--- config.mk ---
export PLATFORM = sky130hd
export DESIGN_NAME = pfc_balance_regs
export DESIGN_NICKNAME = d
export VERILOG_FILES = /design/src/include/pfc_balance_pkg.sv /design/src/design/pfc_balance_regs.sv
export SDC_FILE = /design/constraint.sdc
export NUM_CORES = 1
export LEC_CHECK = 0
export BUFFER_PORTS_ARGS = -buffer_cell sky130_fd_sc_hd__buf_2
export CAP_MARGIN = 20
export CORE_MARGIN = 2
export CORE_UTILIZATION = 41
export DETAILED_ROUTE_END_ITERATION = 8
export GPL_TIMING_DRIVEN = 0
export PLACE_DENSITY = 0.9
export SLEW_MARGIN = 10
export SYNTH_ARGS = -nofsm -noshare
export SYNTH_HDL_FRONTEND = slang
export SYNTH_SLANG_ARGS = --single-unit
--- constraint.sdc ---
create_clock -name sys_clk -period 2.62 [get_ports sys_clk]
set_input_delay 0.786 -clock sys_clk [delete_from_list [all_inputs] [get_ports sys_clk]]
set_output_delay 0.786 -clock sys_clk [all_outputs]
set_load 0.005 [all_outputs]
--- src/include/pfc_balance_pkg.sv ---
// Constants and carrier types for the balance configuration and debug flag bank.
// Assumes a serial bus command decoder outside hands over 16-bit command codes.
// Operation
// - Balance config bit 7 high detaches equalizer output from the pulse outputs.
// - Balance config bit 6 high keeps balancing running during fast-loop transients.
// - Bit 3 high stops balancing in low power once equalizer output hits limit.
// - Debug byte zero bits 7 and 6 show overheat warning and fault.
// - Debug byte zero bit 5 shows any temperature fault or warning.
// - Debug byte zero bit 4 shows a fault outside standard status bits 15 to 1.
// - Debug byte zero bit 3 shows any vendor-specific fault or warning.
// - Debug byte zero bit 2 shows the supply-on request inactive.
// - Debug byte zero bit 1 reads one when the output-good pin is low.
// - Debug byte zero bit 0 reads one when the input-good pin is low.
// - Debug byte one bit 7 shows nonvolatile memory unlocked.
// - Debug byte one bit 6 shows downloaded memory contents failed the check.
// - Debug byte one bit 5 shows an unreliable address-select resistor value.
// - Debug byte one bit 4 shows fast-loop compensation filter active.
// - Debug byte one bits 3 and 2 show maximum and minimum modulation reached.
// - Debug byte one bit 1 shows soft start running.
// - Debug byte one bit 0 shows lock to external synchronization.
package pfc_balance_pkg;

  ////////////////////////////////////////////////////////////////////////////
  // Command codes
  localparam logic [15:0] BALANCE_CONFIG_OFS = 16'hFE95;
  localparam logic [15:0] DEBUG_FLAGS_ZERO_OFS = 16'hFE96;
  localparam logic [15:0] DEBUG_FLAGS_ONE_OFS = 16'hFE97;

  ////////////////////////////////////////////////////////////////////////////
  // Balance configuration fields
  localparam int EQ_DETACH_BIT = 7;
  localparam int EQ_TRANSIENT_RUN_BIT = 6;
  localparam int EQ_LOWPWR_STOP_BIT = 3;
  localparam logic [7:0] BALANCE_CONFIG_WMASK = 8'hC8;
  localparam logic [7:0] BALANCE_CONFIG_RESET = 8'h00;
  localparam logic [7:0] READ_UNMAPPED = 8'h00;

  ////////////////////////////////////////////////////////////////////////////
  // Debug byte zero fields
  localparam int DF0_OVERHEAT_WARN_BIT = 7;
  localparam int DF0_OVERHEAT_FAULT_BIT = 6;
  localparam int DF0_TEMPERATURE_BIT = 5;
  localparam int DF0_UNKNOWN_BIT = 4;
  localparam int DF0_VENDOR_FAULT_BIT = 3;
  localparam int DF0_SUPPLY_OFF_BIT = 2;
  localparam int DF0_OUTPUT_GOOD_BIT = 1;
  localparam int DF0_INPUT_GOOD_BIT = 0;

  ////////////////////////////////////////////////////////////////////////////
  // Debug byte one fields
  localparam int DF1_NVM_UNLOCKED_BIT = 7;
  localparam int DF1_NVM_CRC_BIT = 6;
  localparam int DF1_ADDR_MARGINAL_BIT = 5;
  localparam int DF1_FAST_LOOP_BIT = 4;
  localparam int DF1_MAX_MOD_BIT = 3;
  localparam int DF1_MIN_MOD_BIT = 2;
  localparam int DF1_SOFT_START_BIT = 1;
  localparam int DF1_SYNC_LOCK_BIT = 0;
  localparam logic [7:0] DEBUG_FLAGS_RESET = 8'h00;

  ////////////////////////////////////////////////////////////////////////////
  // Live status conditions from the rest of the controller
  typedef struct packed {
    logic unknown_fault;
    logic supply_on_request;
    logic output_good_pin;
    logic input_good_pin;
    logic nvm_unlocked;
    logic nvm_crc_error;
    logic addr_marginal;
    logic fast_loop_active;
    logic max_modulation;
    logic min_modulation;
    logic soft_start;
    logic sync_locked;
  } status_cond_t;

  // Equalizer loop hints
  typedef struct packed {
    logic fast_loop_trigger;
    logic low_power_mode;
    logic eq_at_limit;
  } eq_cond_t;

endpackage

--- src/design/pfc_balance_regs.sv ---
// Balance configuration register, two live debug flag bytes and equalizer gating.
// Assumes an outside command decoder gives one-cycle read and write strobes.
`timescale 1ns/1ns
module pfc_balance_regs
#(
  parameter int TEMP_W = 16,
  parameter int EQ_W = 10
)
(
  input wire logic sys_clk,
  input wire logic rst_n,
  input wire logic [15:0] reg_addr,
  input wire logic reg_wr,
  input wire logic reg_rd,
  input wire logic [7:0] reg_wdata,
  output logic [7:0] reg_rdata,
  output logic reg_rvalid,
  input wire logic [TEMP_W-1:0] temp_measured,
  input wire logic [TEMP_W-1:0] overheat_warning_threshold,
  input wire logic [TEMP_W-1:0] overheat_fault_threshold,
  input wire logic [23:0] vendor_fault_bits,
  input wire pfc_balance_pkg::status_cond_t status_cond,
  input wire pfc_balance_pkg::eq_cond_t eq_cond,
  input wire logic [EQ_W-1:0] phase_current_equalizer_in,
  output logic [EQ_W-1:0] phase_current_equalizer_out,
  output logic phase_current_equalizer_run,
  output logic [7:0] balance_config,
  output logic [7:0] debug_flags_zero,
  output logic [7:0] debug_flags_one
);

  ////////////////////////////////////////////////////////////////////////////
  // Helpers

  // Strictly above threshold
  function automatic logic above(input logic [TEMP_W-1:0] val,
                                 input logic [TEMP_W-1:0] lim);
    above = (val > lim);
  endfunction

  logic [7:0] balance_config_r;
  logic overheat_warning_r;
  logic overheat_fault_r;
  logic temperature_any_r;
  logic unknown_fault_r;
  logic vendor_fault_r;
  logic supply_off_r;
  logic output_good_low_r;
  logic input_good_low_r;
  logic nvm_unlocked_r;
  logic nvm_crc_error_r;
  logic addr_marginal_r;
  logic fast_loop_active_r;
  logic max_modulation_r;
  logic min_modulation_r;
  logic soft_start_r;
  logic sync_locked_r;
  logic [7:0] debug_byte_zero;
  logic [7:0] debug_byte_one;
  logic [7:0] reg_rdata_r;
  logic reg_rvalid_r;
  logic [EQ_W-1:0] eq_out_r;
  logic eq_run_r;
  logic overheat_warning_flag;
  logic overheat_fault_flag;
  logic vendor_fault_flag;

  ////////////////////////////////////////////////////////////////////////////
  // Configuration register

  // Only writable bits are stored; reserved bits stay zero
  always_ff @(posedge sys_clk)
  begin
    if (!rst_n)
      balance_config_r <= pfc_balance_pkg::BALANCE_CONFIG_RESET;
    else if (reg_wr && reg_addr == pfc_balance_pkg::BALANCE_CONFIG_OFS)
      balance_config_r <= reg_wdata & pfc_balance_pkg::BALANCE_CONFIG_WMASK;
  end

  ////////////////////////////////////////////////////////////////////////////
  // Live debug conditions

  // Temperature and vendor comparisons
  assign overheat_warning_flag = above(temp_measured, overheat_warning_threshold);
  assign overheat_fault_flag = above(temp_measured, overheat_fault_threshold);
  assign vendor_fault_flag = |vendor_fault_bits;

  // Overheat warning, resampled every clock with no latching
  always_ff @(posedge sys_clk)
  begin
    if (!rst_n)
      overheat_warning_r <= 1'b0;
    else
      overheat_warning_r <= overheat_warning_flag;
  end

  // Overheat fault, resampled every clock
  always_ff @(posedge sys_clk)
  begin
    if (!rst_n)
      overheat_fault_r <= 1'b0;
    else
      overheat_fault_r <= overheat_fault_flag;
  end

  // Any temperature condition
  always_ff @(posedge sys_clk)
  begin
    if (!rst_n)
      temperature_any_r <= 1'b0;
    else
      temperature_any_r <= overheat_warning_flag | overheat_fault_flag;
  end

  // Condition outside the standard status word
  always_ff @(posedge sys_clk)
  begin
    if (!rst_n)
      unknown_fault_r <= 1'b0;
    else
      unknown_fault_r <= status_cond.unknown_fault;
  end

  // Any vendor fault byte bit
  always_ff @(posedge sys_clk)
  begin
    if (!rst_n)
      vendor_fault_r <= 1'b0;
    else
      vendor_fault_r <= vendor_fault_flag;
  end

  // Supply-on request inactive
  always_ff @(posedge sys_clk)
  begin
    if (!rst_n)
      supply_off_r <= 1'b0;
    else
      supply_off_r <= ~status_cond.supply_on_request;
  end

  // Output-good pin driven low
  always_ff @(posedge sys_clk)
  begin
    if (!rst_n)
      output_good_low_r <= 1'b0;
    else
      output_good_low_r <= ~status_cond.output_good_pin;
  end

  // Input-good pin driven low
  always_ff @(posedge sys_clk)
  begin
    if (!rst_n)
      input_good_low_r <= 1'b0;
    else
      input_good_low_r <= ~status_cond.input_good_pin;
  end

  // Nonvolatile memory open for writing
  always_ff @(posedge sys_clk)
  begin
    if (!rst_n)
      nvm_unlocked_r <= 1'b0;
    else
      nvm_unlocked_r <= status_cond.nvm_unlocked;
  end

  // Downloaded memory image failed its check
  always_ff @(posedge sys_clk)
  begin
    if (!rst_n)
      nvm_crc_error_r <= 1'b0;
    else
      nvm_crc_error_r <= status_cond.nvm_crc_error;
  end

  // Address-select resistor near a boundary
  always_ff @(posedge sys_clk)
  begin
    if (!rst_n)
      addr_marginal_r <= 1'b0;
    else
      addr_marginal_r <= status_cond.addr_marginal;
  end

  // Fast-loop filter in use
  always_ff @(posedge sys_clk)
  begin
    if (!rst_n)
      fast_loop_active_r <= 1'b0;
    else
      fast_loop_active_r <= status_cond.fast_loop_active;
  end

  // Maximum modulation reached
  always_ff @(posedge sys_clk)
  begin
    if (!rst_n)
      max_modulation_r <= 1'b0;
    else
      max_modulation_r <= status_cond.max_modulation;
  end

  // Minimum modulation reached
  always_ff @(posedge sys_clk)
  begin
    if (!rst_n)
      min_modulation_r <= 1'b0;
    else
      min_modulation_r <= status_cond.min_modulation;
  end

  // Soft start running
  always_ff @(posedge sys_clk)
  begin
    if (!rst_n)
      soft_start_r <= 1'b0;
    else
      soft_start_r <= status_cond.soft_start;
  end

  // Locked to external synchronization
  always_ff @(posedge sys_clk)
  begin
    if (!rst_n)
      sync_locked_r <= 1'b0;
    else
      sync_locked_r <= status_cond.sync_locked;
  end

  // Byte zero as the host reads it; gaps keep the reset value
  always_comb
  begin
    debug_byte_zero = pfc_balance_pkg::DEBUG_FLAGS_RESET;
    debug_byte_zero[pfc_balance_pkg::DF0_OVERHEAT_WARN_BIT] = overheat_warning_r;
    debug_byte_zero[pfc_balance_pkg::DF0_OVERHEAT_FAULT_BIT] = overheat_fault_r;
    debug_byte_zero[pfc_balance_pkg::DF0_TEMPERATURE_BIT] = temperature_any_r;
    debug_byte_zero[pfc_balance_pkg::DF0_UNKNOWN_BIT] = unknown_fault_r;
    debug_byte_zero[pfc_balance_pkg::DF0_VENDOR_FAULT_BIT] = vendor_fault_r;
    debug_byte_zero[pfc_balance_pkg::DF0_SUPPLY_OFF_BIT] = supply_off_r;
    debug_byte_zero[pfc_balance_pkg::DF0_OUTPUT_GOOD_BIT] = output_good_low_r;
    debug_byte_zero[pfc_balance_pkg::DF0_INPUT_GOOD_BIT] = input_good_low_r;
  end

  // Byte one as the host reads it; gaps keep the reset value
  always_comb
  begin
    debug_byte_one = pfc_balance_pkg::DEBUG_FLAGS_RESET;
    debug_byte_one[pfc_balance_pkg::DF1_NVM_UNLOCKED_BIT] = nvm_unlocked_r;
    debug_byte_one[pfc_balance_pkg::DF1_NVM_CRC_BIT] = nvm_crc_error_r;
    debug_byte_one[pfc_balance_pkg::DF1_ADDR_MARGINAL_BIT] = addr_marginal_r;
    debug_byte_one[pfc_balance_pkg::DF1_FAST_LOOP_BIT] = fast_loop_active_r;
    debug_byte_one[pfc_balance_pkg::DF1_MAX_MOD_BIT] = max_modulation_r;
    debug_byte_one[pfc_balance_pkg::DF1_MIN_MOD_BIT] = min_modulation_r;
    debug_byte_one[pfc_balance_pkg::DF1_SOFT_START_BIT] = soft_start_r;
    debug_byte_one[pfc_balance_pkg::DF1_SYNC_LOCK_BIT] = sync_locked_r;
  end

  ////////////////////////////////////////////////////////////////////////////
  // Equalizer gating

  // Detach forces a zero correction onto the pulse outputs
  always_ff @(posedge sys_clk)
  begin
    if (!rst_n)
      eq_out_r <= '0;
    else if (balance_config_r[pfc_balance_pkg::EQ_DETACH_BIT])
      eq_out_r <= '0;
    else
      eq_out_r <= phase_current_equalizer_in;
  end

  // Suspend on transient or on limit in low power, per config bits
  always_ff @(posedge sys_clk)
  begin
    if (!rst_n)
      eq_run_r <= 1'b0;
    else
      eq_run_r <=
        ~(eq_cond.fast_loop_trigger &
          ~balance_config_r[pfc_balance_pkg::EQ_TRANSIENT_RUN_BIT]) &
        ~(eq_cond.low_power_mode & eq_cond.eq_at_limit &
          balance_config_r[pfc_balance_pkg::EQ_LOWPWR_STOP_BIT]);
  end

  ////////////////////////////////////////////////////////////////////////////
  // Read port

  // Read data one cycle after the strobe; unmapped reads zero
  always_ff @(posedge sys_clk)
  begin
    if (!rst_n)
      reg_rdata_r <= pfc_balance_pkg::READ_UNMAPPED;
    else if (reg_rd)
    begin
      case (reg_addr)
        pfc_balance_pkg::BALANCE_CONFIG_OFS: reg_rdata_r <= balance_config_r;
        pfc_balance_pkg::DEBUG_FLAGS_ZERO_OFS: reg_rdata_r <= debug_byte_zero;
        pfc_balance_pkg::DEBUG_FLAGS_ONE_OFS: reg_rdata_r <= debug_byte_one;
        default: reg_rdata_r <= pfc_balance_pkg::READ_UNMAPPED;
      endcase
    end
  end

  // Read valid pulse
  always_ff @(posedge sys_clk)
  begin
    if (!rst_n)
      reg_rvalid_r <= 1'b0;
    else
      reg_rvalid_r <= reg_rd;
  end

  // Outputs straight from flops
  assign reg_rdata = reg_rdata_r;
  assign reg_rvalid = reg_rvalid_r;
  assign phase_current_equalizer_out = eq_out_r;
  assign phase_current_equalizer_run = eq_run_r;
  assign balance_config = balance_config_r;
  assign debug_flags_zero = debug_byte_zero;
  assign debug_flags_one = debug_byte_one;

endmodule

# Word-level counts from Yosys, hierarchy flattened
# Index checks and enable logic that the tools add are counted.
dict set report word_totals {
  elab_cells 42
  input_bits 125
  output_inout_bits 44
  regBits 39
}
dict set report op_classes {
  n_lt_le_gt_ge 2
  n_reduce_logical 3
  bitwise 12
  n_mux 1
  eq_ne 3
}
# op count
set op_table {}
lappend op_table {{$eq 16x16->1 const B} 3}
lappend op_table {{$gt 16x16->1} 2}
lappend op_table {{$pmux 8 s3} 1}
lappend op_table {{$reduce_or 24->1} 1}
lappend op_table {{$not 1->1} 7}
lappend op_table {{$and 1x1->1} 4}
lappend op_table {{$reduce_or 2->1} 1}
lappend op_table {{$logic_and 1x1->1} 1}
lappend op_table {{$or 1x1->1} 1}

# Depth between registers and ports, before layout
# Gate-level depths: netlist of the first run.
dict set report depth {
  word_depth 4
  depth_mapped 7
  ltp_nobuf 7
}

# Worst setup path before layout of the first run
# OpenSTA, ideal clock, no wires.
dict set report synth_timing {
  kind {input port to flip-flop}
  from {input overheat_warning_threshold[14]}
  to {register temperature_any_r}
  setup_slack_ps 326
  path_buffers 0
  arrival_time_ps 2174
  required_ps 2500
  path_stages 7
  setup_ps 120
  path_cell_list {inv_1 > ha_1 > a21oi_2 > nand2_1 > a221o_1 > o311a_1 > or2_1}
}
dict set report synth_between {
  elab_chain_cells 2
}
# item line_no
set synth_lines {}
lappend synth_lines {{start, declared} pfc_balance_regs.sv:19} ;# input wire logic [TEMP_W-1:0] overheat_warning_threshold,
lappend synth_lines {{$gt 16x16->1} pfc_balance_regs.sv:38} ;# above = (val > lim);
lappend synth_lines {{$or 1x1->1} pfc_balance_regs.sv:112} ;# temperature_any_r <= overheat_warning_flag | overheat_fault_flag;
lappend synth_lines {{end signal, assigned} pfc_balance_regs.sv:112}
lappend synth_lines {{end, declared} pfc_balance_regs.sv:44} ;# logic temperature_any_r;
# Every way passes these cells.
# A chain may end at the register's enable or synchronous reset.

# Worst setup path in the final report of the first run
dict set report layout_timing {
  from {input temp_measured[14]}
  to {register temperature_any_r}
}
dict set report layout_between {
  elab_chain_cells 2
  word_cells_on_any_way 3
  cone_classes {order compare (2); bitwise (1)}
}
# item line_no
set layout_lines {}
lappend layout_lines {{start, declared} pfc_balance_regs.sv:18} ;# input wire logic [TEMP_W-1:0] temp_measured,
lappend layout_lines {{$gt 16x16->1} pfc_balance_regs.sv:38}
lappend layout_lines {{$or 1x1->1 *} pfc_balance_regs.sv:112}
# Mark *: on every way between the ends. The rest lies on a longest branch, timed or not.

==> impl_metrics.csv, run 1 <==
group,metric,value,unit
setup_path,required,2.80,ns
timing,final_max_slew_viol_count,0,
timing,fin_crit_sh,85.3,%
global_route,grt.overflow.total,0,
floorplanning,die_h,79.7,um
setup_path,cp.arrival,2.41,ns
setup_path,crit_fanout,4,
clock_network,ctsRootBufferMaster,"clkbuf_8",
finish,seq_area,781,sq um
route,remaining_drc_errors,0,
finish,layout_common_cells,"buf_2 (159), inv_1 (40), dfxtp_1 (39)",
placed_design,gp_congestion,0.782,
setup_path,start_kind,"input pin",
clock_network,cts-buffers-inserted,5,
finish,syn2layout_area_growth,42.9,%
finish,drive_above_1_share,44.6,%
finish,multi_input_area,1250,sq um
floorplanning,start_util,42.7,%
timing,fin_skew,0.00327,ns
floorplanning,die_area,6350,sq um
setup_path,cpPeakStageDelay,0.37,ns
route,ant_nets,0,
setup_path,path_cells,"buf_2 > ha_1 > nand4_1 > nor2_1 > a221o_1 > o311a_1 > or2_1",
global_route,grt_max_degree,14,
floorplanning,die_x,79.7,um
clock_network,cts_hold_buf,0,
floorplanning,ios,169,
setup_path,crit_buf_inv,1,
job,max_cap_viol_count,0,
clock_network,insertion_delay,0.29,ns
timing,fmax,448,MHz
yosys,synth_warnings,0,
yosys,yosysSeqAreaShare,33.2,%
setup_path,critPathKind,"input pin to flop",
yosys,synthArstFlopShare,0,%
global_route,grt_pass1_wl,9.83,mm
run_status,outcome,"complete, no violations",
power_and_ir_drop,p_per_area,424,nW/um^2
global_route,gr-usage-all-layers,19.7,%
yosys,synth_cells,263,
yosys,synth_edf_count,0,
yosys,synthTopCellsByArea,"dfxtp_1 (33%), ha_1 (17%), and2_1 (7.5%), buf_4 (6.7%), inv_1 (6.4%)",
yosys,netlist_area,2350,sq um
route,avgRoutedWirePerCell,12.8,um
finish,nets,589,
placed_design,dp_hpwl,5.55,mm
timing,rsz0062_at_grt,"false",
placed_design,dp_slack,0.0653,ns
finish,layout_commonest_cell,"buf_2",
finish,fillers,455,
power_and_ir_drop,peakVddDrop,0.248,mV
route,num_vias,2404,
route,drt-initial-drc-count,52,
timing,worst_slew_margin_rel,58.5,%
clock_network,clock_sinks,39,
clock_network,cts_tree,"built",
clock_network,h-tree-depth,2,
clock_network,cts_buffer_depth,2,
finish,largest_register_ffs,10,
timing,tns,0,ns
placed_design,port-buffer-count,158,
finish,utilization,61.0,%
min_path,hold_class,"flop to flop",
setup_path,path_delay_family,"compound AO/OA/AOI/OAI gates",
yosys,yosysTopAreaCell,"dfxtp_1",
clock_network,post_cts_buffers,0,
yosys,synth_ff_type,"dfxtp_1",
yosys,syn_avg_cell_area,8.93,sq um
floorplanning,core_area,5510,sq um
setup_path,cp_slowest_cell,"o311a_1",
timing,finalHoldViolations,0,
power_and_ir_drop,leakagePower,1.86,nW
timing,setup_slack,0.386,ns
clock_network,cts_resized,0,
clock_network,clk_pin_slew_worst_paths,0.07,ns
global_route,antenna_found_initial,0,
global_route,grt_pass1_vias,2342,
route,wl,6.44,mm
route,drt-pass1-iter-count,4,
yosys,synth-seq-cells,39,
timing,worstMarginPinSlew,0.622,ns
yosys,yosysUniqueCellTypes,35,
timing,finalSetupViolCount,0,
route,drt-vias-per-instance,4.76,
finish,n_antenna_cell,0,
setup_path,end_kind,"flop",
yosys,synth_top_area_share,33.2,%
timing,fin_crit,2.23,ns
floorplanning,row_count,27,
-- worst paths after layout --
check	depth (start not counted)	endpoint	start	slack, ns
worst max-delay path	7	temperature_any_r	temp_measured[14]	0.39
worst min-delay path	1	phase_current_equalizer_run	balance_config[3]	0.52
worst min register to register	1	phase_current_equalizer_run	balance_config[3]	0.52
worst max register to register	4	reg_rdata[7]	balance_config[7]	1.42
-- per-layer routing --
layer  vias up  part of all wire [%]  global-route usage [%]
li1       1215                     -                       -
met2       112                    54                    40.1
met4         0                   1.9                    6.90
met1      1065                    37                    19.7
met3        12                   7.1                    3.05
met5         -                     0                       0
-- cells in the mapped netlist, drive strengths merged (3+ instances only) --
cell type	count
inv	40
dfxtp	39
ha	32
and2	28
buf	22
a21oi	12
nand4	10
nor2b	10
mux2i	8
o22ai	8
nor4	7
clkbuf	5
nand2	5
nand3	5
a22oi	3
mux2	3
o211ai	3
o21ai	3
-- final cells by class --
| cell class | instances | area share, % |
|---|---|---|
| flip-flops and latches | 39 | 23.2 |
| multi-input cells | 161 | 37.3 |
| well taps | 72 | 2.68 |
| clock buffers | 5 | 2.05 |
| repair buffers | 158 | 23.5 |
| plain buffers | 27 | 5.40 |
| clock inverters | 3 | 1.30 |
| inverters | 40 | 4.47 |
-- cells by family after synthesis --
family | count (synthesis) | synth area share [%]
AO/OA/AOI/OAI | 39 | 11.1
multiplexers | 11 | 4.85
other | 1 | 0.160
adder cells (fa/ha/maj) | 32 | 17.0
flip-flops | 39 | 33.2
AND/OR/NAND/NOR | 74 | 19.5
buffers and inverters | 67 | 14.1
-- power by group --
group | switching [mW] | internal [mW] | total [mW]
Combinational | 0.134 | 0.174 | 0.309
Sequential | 0.0112 | 0.618 | 0.629
Clock | 0.203 | 0.283 | 0.486
Total | 0.348 | 1.08 | 1.42
-- per-stage QoR --
step | power (mW) | hold WS [ns] | std cells | cell area, sq um
3_3_place_gp | 0.938 | 0.488 | 497 | 3250
6_report | 1.42 | 0.518 | 505 | 3360
5_1_grt | 1.50 | 0.570 | 505 | 3360
2_1_floorplan | 0.795 | 0.464 | 267 | 2360
3_5_place_dp | 0.951 | 0.510 | 497 | 3250
4_1_cts | 1.44 | 0.531 | 505 | 3360
Power figures use the tool's default switching activity.
==> inputs of run 2 (changes only) <==
Settings changed: CORE_UTILIZATION 41 to 40, PLACE_DENSITY 0.9 to 0.88.
==> impl_metrics.csv, run 2 (synthesized netlist as in run 1, its figures left out) <==
group,metric,value,unit
clock_network,cts_buffer_depth,2,
floorplanning,die_h,80.6,um
job,max_cap_viol_count,0,
timing,tns,0,ns
setup_path,r2r_slack,1.47,ns
clock_network,cts-buffers-inserted,5,
global_route,antenna_found_initial,0,
power_and_ir_drop,totalPowerFinal,1.51,mW
setup_path,cp_slowest_cell,"o311a_1",
route,drt-pass1-iter-count,4,
global_route,grt_max_degree,14,
route,remaining_drc_errors,0,
floorplanning,start_util,42.2,%
floorplanning,die_area,6500,sq um
route,ant_nets,0,
clock_network,h-tree-depth,2,
route,num_vias,2366,
clock_network,post_cts_buffers,0,
finish,utilization,60.7,%
run_status,outcome,"complete, no violations",
finish,fin_cells,505,
setup_path,end_kind,"flop",
setup_path,path_cells,"buf_2 > ha_1 > nand4_1 > nor2_1 > a221o_1 > o311a_1 > or2_1",
clock_network,clock_sinks,39,
route,avgRoutedWirePerCell,12.0,um
finish,n_antenna_cell,0,
placed_design,dp_cells,497,
floorplanning,row_count,27,
timing,fin_crit,2.23,ns
setup_path,crit_fanout,4,
setup_path,required,2.80,ns
timing,fin_skew,0.00698,ns
global_route,gr-usage-all-layers,18.2,%
clock_network,insertion_delay,0.29,ns
placed_design,port-buffer-count,158,
power_and_ir_drop,p_per_area,447,nW/um^2
route,wl,6.05,mm
finish,layout_common_cells,"buf_2 (159), inv_1 (40), dfxtp_1 (39)",
floorplanning,core_area,5570,sq um
timing,fmax,448,MHz
clock_network,cts_resized,0,
timing,finalSetupViolCount,0,
timing,fin_crit_sh,85.3,%
floorplanning,ios,169,
route,drt-initial-drc-count,47,
finish,fillers,470,
clock_network,clk_pin_slew_worst_paths,0.07,ns
min_path,hold_class,"flop to flop",
timing,final_max_slew_viol_count,0,
finish,nets,589,
timing,worstMarginPinSlew,0.600,ns
placed_design,gp_congestion,0.754,
power_and_ir_drop,leakagePower,1.86,nW
setup_path,crit_buf_inv,1,
setup_path,cpPeakStageDelay,0.38,ns
clock_network,cts_hold_buf,0,
global_route,grt_pass1_vias,2280,
clock_network,cts_tree,"built",
clock_network,ctsRootBufferMaster,"clkbuf_8",
timing,whs,0.512,ns
timing,worst_slew_margin_rel,60.0,%
power_and_ir_drop,peakVddDrop,0.359,mV
setup_path,cp.arrival,2.41,ns
finish,layout_commonest_cell,"buf_2",
route,drt-vias-per-instance,4.69,
finish,largest_register_ffs,10,
setup_path,critPathKind,"input pin to flop",
setup_path,path_delay_family,"compound AO/OA/AOI/OAI gates",
global_route,grt_pass1_wl,9.29,mm
floorplanning,die_x,80.6,um
setup_path,start_kind,"input pin",
finish,drive_above_1_share,44.6,%
placed_design,dp_hpwl,5.35,mm
finish,syn2layout_area_growth,43.9,%
timing,finalHoldViolations,0,
timing,rsz0062_at_grt,"false",
global_route,grt.overflow.total,0,
-- run 2: cell types whose count changed in the layout (fill, tap and decap cells not counted), sizes merged --
cell and delta:
clkinv -2, bufinv +1, clkinvlp +1
-- run 2: layout make-up --
class | instances | area, sq um | area share, %
clock inverters | 3 | 67.6 | 2.00
well taps | 72 | 90.1 | 2.66
plain buffers | 27 | 181 | 5.36
multi-input cells | 161 | 1250 | 37.0
flip-flops and latches | 39 | 781 | 23.1
inverters | 40 | 150 | 4.44
clock buffers | 5 | 68.8 | 2.03
repair buffers | 158 | 791 | 23.4
-- run 2: power breakdown --
part / total (mW) / internal, mW / switching [mW]
combinational: 0.305 / 0.173 / 0.131
sequential: 0.628 / 0.618 / 0.00991
clock: 0.581 / 0.380 / 0.201
total: 1.51 / 1.17 / 0.342
-- run 2: worst paths after layout --
check                    startpoint                           to  cells after the start
hold / removal    balance_config[3]  phase_current_equalizer_run                      1
setup reg to reg  balance_config[7]                 reg_rdata[7]                      4
hold reg to reg   balance_config[3]  phase_current_equalizer_run                      1
setup / recovery  temp_measured[14]            temperature_any_r                      7
-- run 2: routing by layer --
layer / wire (um) / up-vias / share of wire (%) / global-route usage (%)
met4: 124 / 0 / 2.0 / 5.76
met5: 0 / - / 0 / 0
met3: 528 / 12 / 8.7 / 4.27
li1: - / 1217 / - / -
met1: 2260 / 1031 / 37 / 17.5
met2: 3130 / 106 / 52 / 37.1
-- run 2: per-stage QoR --
stage / cell area (sq um) / setup slack, ns
3_5_place_dp: 3250 / 0.0744
6_report: 3380 / 0.386
4_1_cts: 3380 / 0.383
2_1_floorplan: 2360 / 0.326
3_3_place_gp: 3250 / 0.0989
5_1_grt: 3380 / 0.316
